$ cat config.mk
export PLATFORM = sky130hd
export DESIGN_NAME = mrnalu_core
export DESIGN_NICKNAME = d
export VERILOG_FILES = /design/src/rtl/mrnalu_pkg.sv /design/src/rtl/mrnalu_ccr_update.sv /design/src/rtl/mrnalu_core.sv
export SDC_FILE = /design/constraint.sdc
export NUM_CORES = 2
export LEC_CHECK = 0
export BUFFER_PORTS_ARGS = -buffer_cell sky130_fd_sc_hd__buf_2
export CAP_MARGIN = 40
export CORE_ASPECT_RATIO = 0.5
export CORE_MARGIN = 5
export CORE_UTILIZATION = 35
export DETAILED_ROUTE_END_ITERATION = 8
export PLACE_DENSITY_LB_ADDON = 0.25
export SYNTH_ARGS = -nofsm -noshare
export SYNTH_HDL_FRONTEND = slang
export SYNTH_HIERARCHICAL = 1
export SYNTH_SLANG_ARGS = --single-unit
$ cat constraint.sdc
create_clock -name clk_i -period 18.1 [get_ports clk_i]
set_input_delay 3.62 -clock clk_i [delete_from_list [all_inputs] [get_ports clk_i]]
set_output_delay 3.62 -clock clk_i [all_outputs]
set_load 0.03 [all_outputs]
$ cat src/rtl/mrnalu_pkg.sv
//////////////////////////////////////////////////////////////////////////////
// Purpose: Shared constants and types for the multiply-round/negate/normalize ALU
// Assumes: One core clock; 40-bit accumulators, 16-bit input registers
// Notes: Register map is word aligned on an 8-bit Wishbone byte address
//////////////////////////////////////////////////////////////////////////////
package mrnalu_pkg;

  localparam int ACC_W = 40;
  localparam int WORD_W = 16;
  localparam int INSN_W = 24;
  localparam int ACC_SIGN = 39;
  localparam int ACC_MID_MSB = 31;
  localparam int NORM_BIT = 30;
  localparam int SCALE_BIT = 29;
  localparam int MID_LSB = 16;

  // Condition code bit positions
  localparam int CC_C = 0;
  localparam int CC_V = 1;
  localparam int CC_Z = 2;
  localparam int CC_N = 3;
  localparam int CC_U = 4;
  localparam int CC_E = 5;
  localparam int CC_L = 6;
  localparam int CC_S = 7;
  localparam logic [7:0] CCR_RESET = 8'h00;
  localparam logic [7:0] MASK_MULR = 8'h7C;
  localparam logic [7:0] MASK_NEG = 8'hFE;
  localparam logic [7:0] MASK_NORM = 8'h7A;

  // Opcode field positions and patterns
  localparam int F_SIGN = 2;
  localparam int F_DEST = 3;
  localparam int F_PAIR = 4;
  localparam int F_SRC2 = 4;
  localparam int F_SHIFT = 8;
  localparam int F_NSRC = 1;
  localparam int F_NDEST = 0;
  localparam logic [23:0] NOP_WORD = 24'h000000;
  localparam logic [15:0] IMM_PATTERN = 16'h0141;
  localparam logic [10:0] SHF_PATTERN = 11'h008;
  localparam logic [19:0] NORM_PATTERN = 20'h0C1E2;
  localparam logic [1:0] MUL_TAIL = 2'h1;
  localparam logic [1:0] IMM_MARK = 2'h3;
  localparam logic [3:0] NEG_HEAD = 4'h3;
  localparam logic [2:0] NEG_TAIL = 3'h6;
  localparam logic [2:0] NSRC_A = 3'h4;
  localparam logic [2:0] NSRC_B = 3'h5;

  // Input register indices and operand tables (element 0 on the right)
  localparam logic [1:0] IR_XL = 2'h0;
  localparam logic [1:0] IR_XU = 2'h1;
  localparam logic [1:0] IR_YL = 2'h2;
  localparam logic [1:0] IR_YU = 2'h3;
  localparam logic [7:0][1:0] PAIR_A = {IR_YU, IR_XU, IR_YL, IR_XL, IR_YU, IR_XU, IR_YL, IR_XL};
  localparam logic [7:0][1:0] PAIR_B = {IR_XU, IR_YL, IR_XL, IR_YU, IR_YL, IR_XL, IR_YL, IR_XL};
  localparam logic [3:0][1:0] SH_SRC = {IR_XU, IR_YL, IR_XL, IR_YU};
  localparam logic [3:0][1:0] IMM_SRC = {IR_YU, IR_XU, IR_YL, IR_XL};
  localparam logic [3:0][1:0] NORM_SRC = {IR_YU, IR_YL, IR_XU, IR_XL};

  localparam logic [39:0] ACC_ZERO = 40'h00_0000_0000;
  localparam logic [39:0] RND_HALF = 40'h00_0000_8000;
  localparam logic [15:0] RND_TIE = 16'h8000;
  localparam logic [39:0] ACC_MOST_NEG = 40'h80_0000_0000;
  localparam logic [5:0] SHIFT_CLAMP = 6'h28;

  // Wishbone register map
  localparam logic [7:0] OFF_IN0 = 8'h00;
  localparam logic [7:0] OFF_ACC0 = 8'h10;
  localparam logic [7:0] ACC_STRIDE = 8'h0C;
  localparam logic [7:0] OFF_CCR = 8'h28;
  localparam logic [7:0] OFF_CTRL = 8'h2C;
  localparam logic [7:0] OFF_STATUS = 8'h30;
  localparam logic [1:0] PART_LOW = 2'h0;
  localparam logic [1:0] PART_MID = 2'h1;
  localparam logic [1:0] PART_EXT = 2'h2;
  localparam int CTRL_RND = 0;
  localparam logic CTRL_RESET = 1'b0;
  localparam int STAT_BUSY = 0;
  localparam logic [1:0] PC_STEP_ONE = 2'h1;
  localparam logic [1:0] PC_STEP_TWO = 2'h2;

  typedef enum logic {ST_IDLE = 1'b0, ST_EXEC = 1'b1} mrnalu_state_e;

  typedef enum logic [2:0] {
    OP_NOP, OP_MULR_PAIR, OP_MULR_SHIFT, OP_MULR_IMM, OP_NEGATE, OP_FASTNORM, OP_ILLEGAL
  } mrnalu_op_e;

  typedef struct packed {
    logic [23:0] word;
    logic [15:0] ext;
  } mrnalu_issue_s;

  typedef struct packed {
    logic wr;
    logic dst;
    logic [39:0] res;
    logic ovf;
    logic [7:0] mask;
  } mrnalu_exec_s;

endpackage : mrnalu_pkg

$ cat src/rtl/mrnalu_ccr_update.sv
//////////////////////////////////////////////////////////////////////////////
// Purpose: Standard condition code computation from a 40-bit result
// Assumes: No scaling mode; limit is sticky
// Notes: Only bits set in mask_i change, the rest pass through
//////////////////////////////////////////////////////////////////////////////
`timescale 1ns/100ps
module mrnalu_ccr_update import mrnalu_pkg::*; (
  input wire logic [39:0] result_i,
  input wire logic ovf_i,
  input wire logic [7:0] ccr_i,
  input wire logic [7:0] mask_i,
  output logic [7:0] ccr_o
);

  logic [7:0] std_flags;

  always_comb begin
    std_flags = ccr_i;
    std_flags[CC_S] = ccr_i[CC_S] | (result_i[NORM_BIT] ^ result_i[SCALE_BIT]);
    std_flags[CC_L] = ccr_i[CC_L] | ovf_i;
    std_flags[CC_E] = !((&result_i[ACC_SIGN:ACC_MID_MSB]) || !(|result_i[ACC_SIGN:ACC_MID_MSB]));
    std_flags[CC_U] = result_i[ACC_MID_MSB] == result_i[NORM_BIT];
    std_flags[CC_N] = result_i[ACC_SIGN];
    std_flags[CC_Z] = result_i == ACC_ZERO;
    std_flags[CC_V] = ovf_i;
    ccr_o = (std_flags & mask_i) | (ccr_i & ~mask_i);
  end

endmodule : mrnalu_ccr_update

$ cat src/rtl/mrnalu_core.sv
//////////////////////////////////////////////////////////////////////////////
// Purpose: Multiply-round, negate, no-op and fast normalize execution unit
// Assumes: Program control issues one decoded word plus its extension word
// Notes: One instruction in flight; Wishbone access stalls issue
//
// Summary of operation
// - Register multiply-round picks one of eight fixed register pairs by a 3-bit field.
// - One destination bit picks which accumulator receives a multiply-round result.
// - Sign bit set negates the product before rounding; clear leaves it.
// - Shift form scales one of four registers by two to the minus five-bit n.
// - Immediate form multiplies signed immediate by signed register into an accumulator.
// - Immediate multiplicand comes from the extension word after the opcode.
// - Immediate form picks its register operand from four by a 2-bit field.
// - Results round into the upper portion, convergent or two's-complement.
// - Low sixteen accumulator bits are cleared after rounding.
// - Immediate form updates flags six to two, keeps seven, one, zero.
// - Negate is zero minus accumulator, 40 bits, flags seven to one, carry kept.
// - All-zero word is no-op: program counter plus one, flags unchanged.
// - No-op lets pending work finish, then the next instruction follows.
// - Normalize: count bit 15 clear shifts right, else shifts left by minus count.
// - Normalize works on all forty bits, leading bit lands at bit 30.
// - Normalize sets overflow if bit 39 ever changes; flags six to three normal.
// - Normalize count comes from six sources; one bit picks the destination.
//////////////////////////////////////////////////////////////////////////////
`timescale 1ns/100ps
module mrnalu_core import mrnalu_pkg::*; (
  input wire logic clk_i,
  input wire logic rst_i,
  input wire logic wb_cyc_i,
  input wire logic wb_stb_i,
  input wire logic wb_we_i,
  input wire logic [7:0] wb_adr_i,
  input wire logic [3:0] wb_sel_i,
  input wire logic [31:0] wb_dat_i,
  output logic [31:0] wb_dat_o,
  output logic wb_ack_o,
  input wire logic issue_valid_i,
  input wire mrnalu_issue_s issue_i,
  output logic issue_ready_o,
  output logic done_o,
  output logic [1:0] pc_step_o,
  output logic illegal_o
);

  //////////////////////////////////////////////////////////////////////////////
  // Helper functions

  function automatic logic [39:0] frac_mul(input logic [15:0] a, input logic [15:0] b);
    logic signed [31:0] p;
    p = $signed(a) * $signed(b);
    return {{7{p[31]}}, p, 1'b0};
  endfunction : frac_mul

  function automatic logic [39:0] place_mid(input logic [15:0] w);
    return {{8{w[15]}}, w, 16'h0000};
  endfunction : place_mid

  function automatic logic [39:0] round40(input logic [39:0] v, input logic conv);
    logic [39:0] r;
    r = v + RND_HALF;
    if (conv && v[15:0] == RND_TIE) begin
      r[MID_LSB] = 1'b0;
    end
    r[15:0] = 16'h0000;
    return r;
  endfunction : round40

  function automatic logic [15:0] lane16(input logic [15:0] o, input logic [31:0] d,
                                         input logic [3:0] s);
    return {s[1] ? d[15:8] : o[15:8], s[0] ? d[7:0] : o[7:0]};
  endfunction : lane16

  function automatic logic [7:0] acc_off(input logic i, input logic [1:0] part);
    return OFF_ACC0 + (i ? ACC_STRIDE : 8'h00) + {4'h0, part, 2'h0};
  endfunction : acc_off

  function automatic logic [7:0] in_off(input logic [1:0] idx);
    return OFF_IN0 + {4'h0, idx, 2'h0};
  endfunction : in_off

  function automatic mrnalu_op_e decode(input logic [23:0] w);
    if (w == NOP_WORD) begin
      return OP_NOP;
    end else if (w[23:4] == NORM_PATTERN) begin
      return (w[F_NSRC +: 3] > NSRC_B) ? OP_ILLEGAL : OP_FASTNORM;
    end else if (w[23:8] == IMM_PATTERN && w[7:6] == IMM_MARK && w[1:0] == MUL_TAIL) begin
      return OP_MULR_IMM;
    end else if (w[23:13] == SHF_PATTERN && w[7:6] == IMM_MARK && w[1:0] == MUL_TAIL) begin
      return OP_MULR_SHIFT;
    end else if (w[7] && w[1:0] == MUL_TAIL) begin
      return OP_MULR_PAIR;
    end else if (w[7:4] == NEG_HEAD && w[2:0] == NEG_TAIL) begin
      return OP_NEGATE;
    end else begin
      return OP_ILLEGAL;
    end
  endfunction : decode

  //////////////////////////////////////////////////////////////////////////////
  // State

  mrnalu_state_e state;
  mrnalu_op_e op_kind;
  logic [23:0] op_word;
  logic [15:0] op_ext;
  logic [15:0] in_reg [4];
  logic [39:0] acc [2];
  logic [7:0] ccr;
  logic round_mode;
  logic [7:0] next_ccr;
  logic [7:0] adr_w;
  logic wb_req;
  logic wb_wr;
  logic accept;
  logic exec;
  logic [39:0] prod;
  logic [39:0] signed_prod;
  logic [15:0] norm_cnt;
  logic [15:0] norm_amt;
  logic [5:0] norm_sh;
  logic [39:0] norm_res;
  logic norm_ovf;
  logic [31:0] rd_data;
  mrnalu_exec_s ex;

  assign adr_w = {wb_adr_i[7:2], 2'h0};
  assign wb_req = wb_cyc_i && wb_stb_i;
  assign wb_wr = wb_req && wb_we_i && wb_ack_o;
  assign exec = state == ST_EXEC;
  // Bus traffic blocks issue so a register write never meets an execute cycle
  assign issue_ready_o = (state == ST_IDLE) && !wb_req;
  assign accept = issue_valid_i && issue_ready_o;

  //////////////////////////////////////////////////////////////////////////////
  // Sequencer and decode capture

  always_ff @(posedge clk_i) begin
    if (rst_i) begin
      state <= ST_IDLE;
    end else begin
      case (state)
        ST_IDLE: if (accept) state <= ST_EXEC;
        ST_EXEC: state <= ST_IDLE;
        default: state <= ST_IDLE;
      endcase
    end
  end

  always_ff @(posedge clk_i) begin
    if (rst_i) begin
      op_kind <= OP_NOP;
      op_word <= NOP_WORD;
      op_ext <= 16'h0000;
    end else if (accept) begin
      op_kind <= decode(issue_i.word);
      op_word <= issue_i.word;
      op_ext <= issue_i.ext;
    end
  end

  always_ff @(posedge clk_i) begin
    if (rst_i) begin
      done_o <= 1'b0;
      pc_step_o <= 2'h0;
      illegal_o <= 1'b0;
    end else begin
      done_o <= exec;
      pc_step_o <= !exec ? 2'h0 : (op_kind == OP_MULR_IMM) ? PC_STEP_TWO : PC_STEP_ONE;
      illegal_o <= exec && op_kind == OP_ILLEGAL;
    end
  end

  //////////////////////////////////////////////////////////////////////////////
  // Datapath

  always_comb begin
    case (op_kind)
      OP_MULR_PAIR: prod = frac_mul(in_reg[PAIR_A[op_word[F_PAIR +: 3]]],
                                    in_reg[PAIR_B[op_word[F_PAIR +: 3]]]);
      OP_MULR_SHIFT: prod = 40'($signed(place_mid(in_reg[SH_SRC[op_word[F_SRC2 +: 2]]]))
                                >>> op_word[F_SHIFT +: 5]);
      OP_MULR_IMM: prod = frac_mul(op_ext, in_reg[IMM_SRC[op_word[F_SRC2 +: 2]]]);
      default: prod = ACC_ZERO;
    endcase
    signed_prod = op_word[F_SIGN] ? ACC_ZERO - prod : prod;
  end

  always_comb begin
    if (op_word[F_NSRC +: 3] == NSRC_A) begin
      norm_cnt = acc[0][ACC_MID_MSB:MID_LSB];
    end else if (op_word[F_NSRC +: 3] == NSRC_B) begin
      norm_cnt = acc[1][ACC_MID_MSB:MID_LSB];
    end else begin
      norm_cnt = in_reg[NORM_SRC[op_word[F_NSRC +: 2]]];
    end
    norm_amt = norm_cnt[WORD_W-1] ? 16'h0000 - norm_cnt : norm_cnt;
    norm_sh = (norm_amt > {10'h000, SHIFT_CLAMP}) ? SHIFT_CLAMP : norm_amt[5:0];
    if (norm_cnt[WORD_W-1]) begin
      norm_res = acc[op_word[F_NDEST]] <<< norm_sh;
      norm_ovf = 40'($signed(norm_res) >>> norm_sh) != acc[op_word[F_NDEST]];
    end else begin
      norm_res = 40'($signed(acc[op_word[F_NDEST]]) >>> norm_sh);
      norm_ovf = 1'b0;
    end
  end

  always_comb begin
    ex = '0;
    ex.dst = op_word[F_DEST];
    case (op_kind)
      OP_MULR_PAIR, OP_MULR_SHIFT, OP_MULR_IMM: begin
        ex.wr = 1'b1;
        // Control bit clear selects convergent rounding
        ex.res = round40(signed_prod, !round_mode);
        ex.mask = MASK_MULR;
      end
      OP_NEGATE: begin
        ex.wr = 1'b1;
        ex.res = ACC_ZERO - acc[op_word[F_DEST]];
        ex.ovf = acc[op_word[F_DEST]] == ACC_MOST_NEG;
        ex.mask = MASK_NEG;
      end
      OP_FASTNORM: begin
        ex.wr = 1'b1;
        ex.dst = op_word[F_NDEST];
        ex.res = norm_res;
        ex.ovf = norm_ovf;
        ex.mask = MASK_NORM;
      end
      default: ex.wr = 1'b0;
    endcase
  end

  mrnalu_ccr_update u_ccr (
    .result_i(ex.res),
    .ovf_i(ex.ovf),
    .ccr_i(ccr),
    .mask_i(ex.mask),
    .ccr_o(next_ccr)
  );

  //////////////////////////////////////////////////////////////////////////////
  // Register file

  always_ff @(posedge clk_i) begin
    if (rst_i) begin
      for (int i = 0; i < 4; i++) in_reg[i] <= 16'h0000;
    end else if (wb_wr) begin
      for (int i = 0; i < 4; i++) begin
        if (adr_w == in_off(2'(i))) in_reg[i] <= lane16(in_reg[i], wb_dat_i, wb_sel_i);
      end
    end
  end

  always_ff @(posedge clk_i) begin
    if (rst_i) begin
      acc[0] <= ACC_ZERO;
      acc[1] <= ACC_ZERO;
    end else if (exec && ex.wr) begin
      acc[ex.dst] <= ex.res;
    end else if (wb_wr) begin
      for (int i = 0; i < 2; i++) begin
        if (adr_w == acc_off(1'(i), PART_LOW)) begin
          acc[i][15:0] <= lane16(acc[i][15:0], wb_dat_i, wb_sel_i);
        end
        if (adr_w == acc_off(1'(i), PART_MID)) begin
          acc[i][ACC_MID_MSB:MID_LSB] <= lane16(acc[i][ACC_MID_MSB:MID_LSB], wb_dat_i, wb_sel_i);
        end
        if (adr_w == acc_off(1'(i), PART_EXT) && wb_sel_i[0]) begin
          acc[i][ACC_SIGN:ACC_MID_MSB+1] <= wb_dat_i[7:0];
        end
      end
    end
  end

  always_ff @(posedge clk_i) begin
    if (rst_i) begin
      ccr <= CCR_RESET;
    end else if (exec && ex.wr) begin
      ccr <= next_ccr;
    end else if (wb_wr && adr_w == OFF_CCR && wb_sel_i[0]) begin
      ccr <= wb_dat_i[7:0];
    end
  end

  always_ff @(posedge clk_i) begin
    if (rst_i) begin
      round_mode <= CTRL_RESET;
    end else if (wb_wr && adr_w == OFF_CTRL && wb_sel_i[0]) begin
      round_mode <= wb_dat_i[CTRL_RND];
    end
  end

  //////////////////////////////////////////////////////////////////////////////
  // Wishbone slave

  always_comb begin
    rd_data = 32'h0000_0000;
    if (adr_w == OFF_CCR) begin
      rd_data[7:0] = ccr;
    end else if (adr_w == OFF_CTRL) begin
      rd_data[CTRL_RND] = round_mode;
    end else if (adr_w == OFF_STATUS) begin
      rd_data[STAT_BUSY] = exec;
    end else begin
      for (int i = 0; i < 4; i++) begin
        if (adr_w == in_off(2'(i))) rd_data[15:0] = in_reg[i];
      end
      for (int i = 0; i < 2; i++) begin
        if (adr_w == acc_off(1'(i), PART_LOW)) rd_data[15:0] = acc[i][15:0];
        if (adr_w == acc_off(1'(i), PART_MID)) rd_data[15:0] = acc[i][ACC_MID_MSB:MID_LSB];
        if (adr_w == acc_off(1'(i), PART_EXT)) rd_data[7:0] = acc[i][ACC_SIGN:ACC_MID_MSB+1];
      end
    end
  end

  // Ack waits out an execute cycle; unmapped addresses still ack and read zero
  always_ff @(posedge clk_i) begin
    if (rst_i) begin
      wb_ack_o <= 1'b0;
      wb_dat_o <= 32'h0000_0000;
    end else begin
      wb_ack_o <= wb_req && !wb_ack_o && !exec;
      if (wb_req && !wb_ack_o && !exec) wb_dat_o <= rd_data;
    end
  end

  logic cur_dst;
  logic norm_dst;
  assign cur_dst = op_word[F_DEST];
  assign norm_dst = op_word[F_NDEST];
endmodule : mrnalu_core

==> reports/metrics.cfg <==
[run_status]
status=completed

[routing]
wirelength_mm=245
vias=51400
drtIter0Drc=7433
route.detailed.drc=0
vias_per_cell=6.39
ant_nets=0
firstDrtPassIters=7
avgRoutedWirePerCell_um=30.4

[floorplanning]
fp.coreArea_um2=142000
start_util_pct=35.1
design.die.area_um2=151000
fp-row-count=98
die_w_um=545
fp.dieH_um=277
ioPinCount=128

[power_and_ir_drop]
combPwrFrac_pct=78.8
swShare_pct=55.6
p_sw_mw=2.94
p_int_mw=2.35
p_leak_nw=22.3
pwr-share-clk_pct=10.0
worst_ir_drop_vdd_mv=0.139
p_per_area_nw_per_um2=98.2
seqPwrFrac_pct=11.1

[cts]
cts_max_path_buffers=3
cts_sinks=212
cts-root-buf=clkbuf_16
clk_latency_ps=580
cts_tree=done
cts_hold_buf=0
ctsResizeCount=0
cts_setup_buffers=0
clk_pin_slew_worst_paths_ps=70
cts_made_buffers=26
htreeDepth=1

[sta]
drv_slew=0
period_needed_ps=12190
rsz0062_at_grt=no
setup-violations-final=0
period_share_pct=67.4
finalHoldViolCount=0
tns_ps=0
max_freq_mhz=82.0
hold_ws_ps=457
max-slew-margin-rel_pct=27.4
skew_ps=38.3
tightestPinTransition_ps=1090

[global_route]
overflow=0
grt_pass1_vias=48800
grt_usage_pct=31.3
grt_max_degree=64
antenna_found_initial=14
grt_pass1_wl_mm=351
use_met2_pct=46.0
grt_use_met3_pct=7.61
use_met1_pct=42.3
top_usage_layer=met2

[logic_synthesis]
yosys.area_share.adder_pct=25.3
synth_top_area_share_pct=21.0
synthArstFlopShare_pct=0
yosysWarnings=6
synth_mux_area_share_pct=10.6
synth-simple-area-share_pct=20.1
synthFlopType=edfxtp_1
synth_area_leaders=fa_1, edfxtp_1, mux2i_1, nand2_1, inv_1
synth-compound-area-share_pct=21.6
synth-xor-area-share_pct=2.56
ys_seq_area_share_pct=11.4
netlist_instances=6192
synth_top_family_by_area=adder cells
synth-edff-count=144
avgSynthCellArea_um2=8.07
yosys.area.top_type=fa_1
synth_cell_types=113
synth_area_um2=50000
ys_ff_latch=212

[critical_path]
crit_path_top_delay_cell=nor4bb_1
cpMostUsedCell=fa_1
required_ps=18580
cp-end-kind=flop
setup.worst_path.class=reg2reg
arrival_ps=12680
critPathLaunchType=flop
worstPathMaxFanout=21
crit_path_max_incr_delay_ps=840

[placed_design]
hpwlAfterDp_mm=190
place_inst=7986
routabilityCongestion=1.06
io_buffer_count=91

[layout]
final_layout_size_suffix_gt1_share_pct=10.1
largest_register_ff_count=80
finalNonFillerCells=8048
area.growth.synth_to_final_pct=7.68
layout_commonest_cell=nand2_1
final_net_count=6902
final_cell_mix=nand2_1, inv_1, fa_1
fillCellCount=14800

[worst_hold_path]
hold_path_class=reg2reg

[run]
maxCapViolCount=0

==> power groups by stage <==
stage	combinational (mW)	sequential, mW	clock [mW]
finish	4.17	0.589	0.530
global route	4.56	0.588	0.551
CTS	4.12	0.586	0.534
detailed placement	4.09	0.596	0
global placement	4.07	0.596	0
floorplan	2.89	0.565	0
==> layout make-up <==
cell class	count	area, µm²	area share [%]
clock buffer	36	708	1.32
timing repair buffer	306	2090	3.89
tap	1900	2380	4.42
inverter	649	2440	4.52
antenna	11	27.5	0.0511
sequential	212	5690	10.6
clock inverter	12	145	0.270
multi-input combinational	4922	40400	75.0
==> critical path: cells and delay by family (launching register included) <==
kind	cells	cell delay [ps]
AOI/OAI and AO/OA	11	4090
and+or+nand+nor	9	3260
adders and majority gates	7	3060
buffers and inverters	5	530
xor gates and xnor gates	1	450
muxes	1	400
DFF	1	310
==> Yosys cell counts, types with 52 or more instances <==
library cell and number:
nand2_1 671, inv_1 645, fa_1 524, nor2_1 449
a21oi_1 317, clkbuf_1 292, o21ai_0 281, and2_1 277
mux2i_1 260, ha_1 171, nand3_1 161, nor3_1 145
edfxtp_1 144, xnor2_1 109, a211oi_1 106, o211ai_1 96
mux2_2 86, mux4_2 75, dfxtp_1 68, a22oi_1 58
a31oi_1 56, buf_2 54, nand4_1 52
==> final timing paths <==
kind,slack (ps),endpoint,from,depth (start not counted)
setup / recovery,5910,ccr[2]$_SDFFE_PP0P_,flop,34
hold / removal,460,op_word[2]$_SDFFE_PP0P_,op_word[2]$_SDFFE_PP0P_,2
setup reg to reg,5910,ccr[2]$_SDFFE_PP0P_,flop,34
hold reg to reg,460,op_word[2]$_SDFFE_PP0P_,op_word[2]$_SDFFE_PP0P_,2
==> metal layers <==
metal	vias to the layer above	share of wire [%]	routed length, µm
li1	21800	-	-
met1	25300	40	97700
met2	3416	41	101000
met3	860	12	28500
met4	6	7.1	17500
met5	-	0.020	48
==> metrics by stage <==
| step | utilization, % | total power [mW] | setup WS, ps | instance area, µm² |
|---|---|---|---|---|
| 2_1_floorplan | - | 3.45 | 7550 | 50100 |
| 3_3_place_gp | 36.9 | 4.67 | 5960 | 52600 |
| 3_5_place_dp | 37.2 | 4.69 | 6160 | 52900 |
| 4_1_cts | 37.8 | 5.24 | 6160 | 53800 |
| 5_1_grt | 37.8 | 5.70 | 5290 | 53800 |
| 6_report | 37.8 | 5.29 | 5910 | 53800 |
==> logic make-up after synthesis <==
family	Yosys count
AND/OR/NAND/NOR	2072
AO/OA/AOI/OAI	1569
buffers and inverters	1073
adder cells (fa/ha/maj)	695
multiplexers	424
flip-flops	212
XOR/XNOR	146
other	1
(Power assumes the default switching activity.)
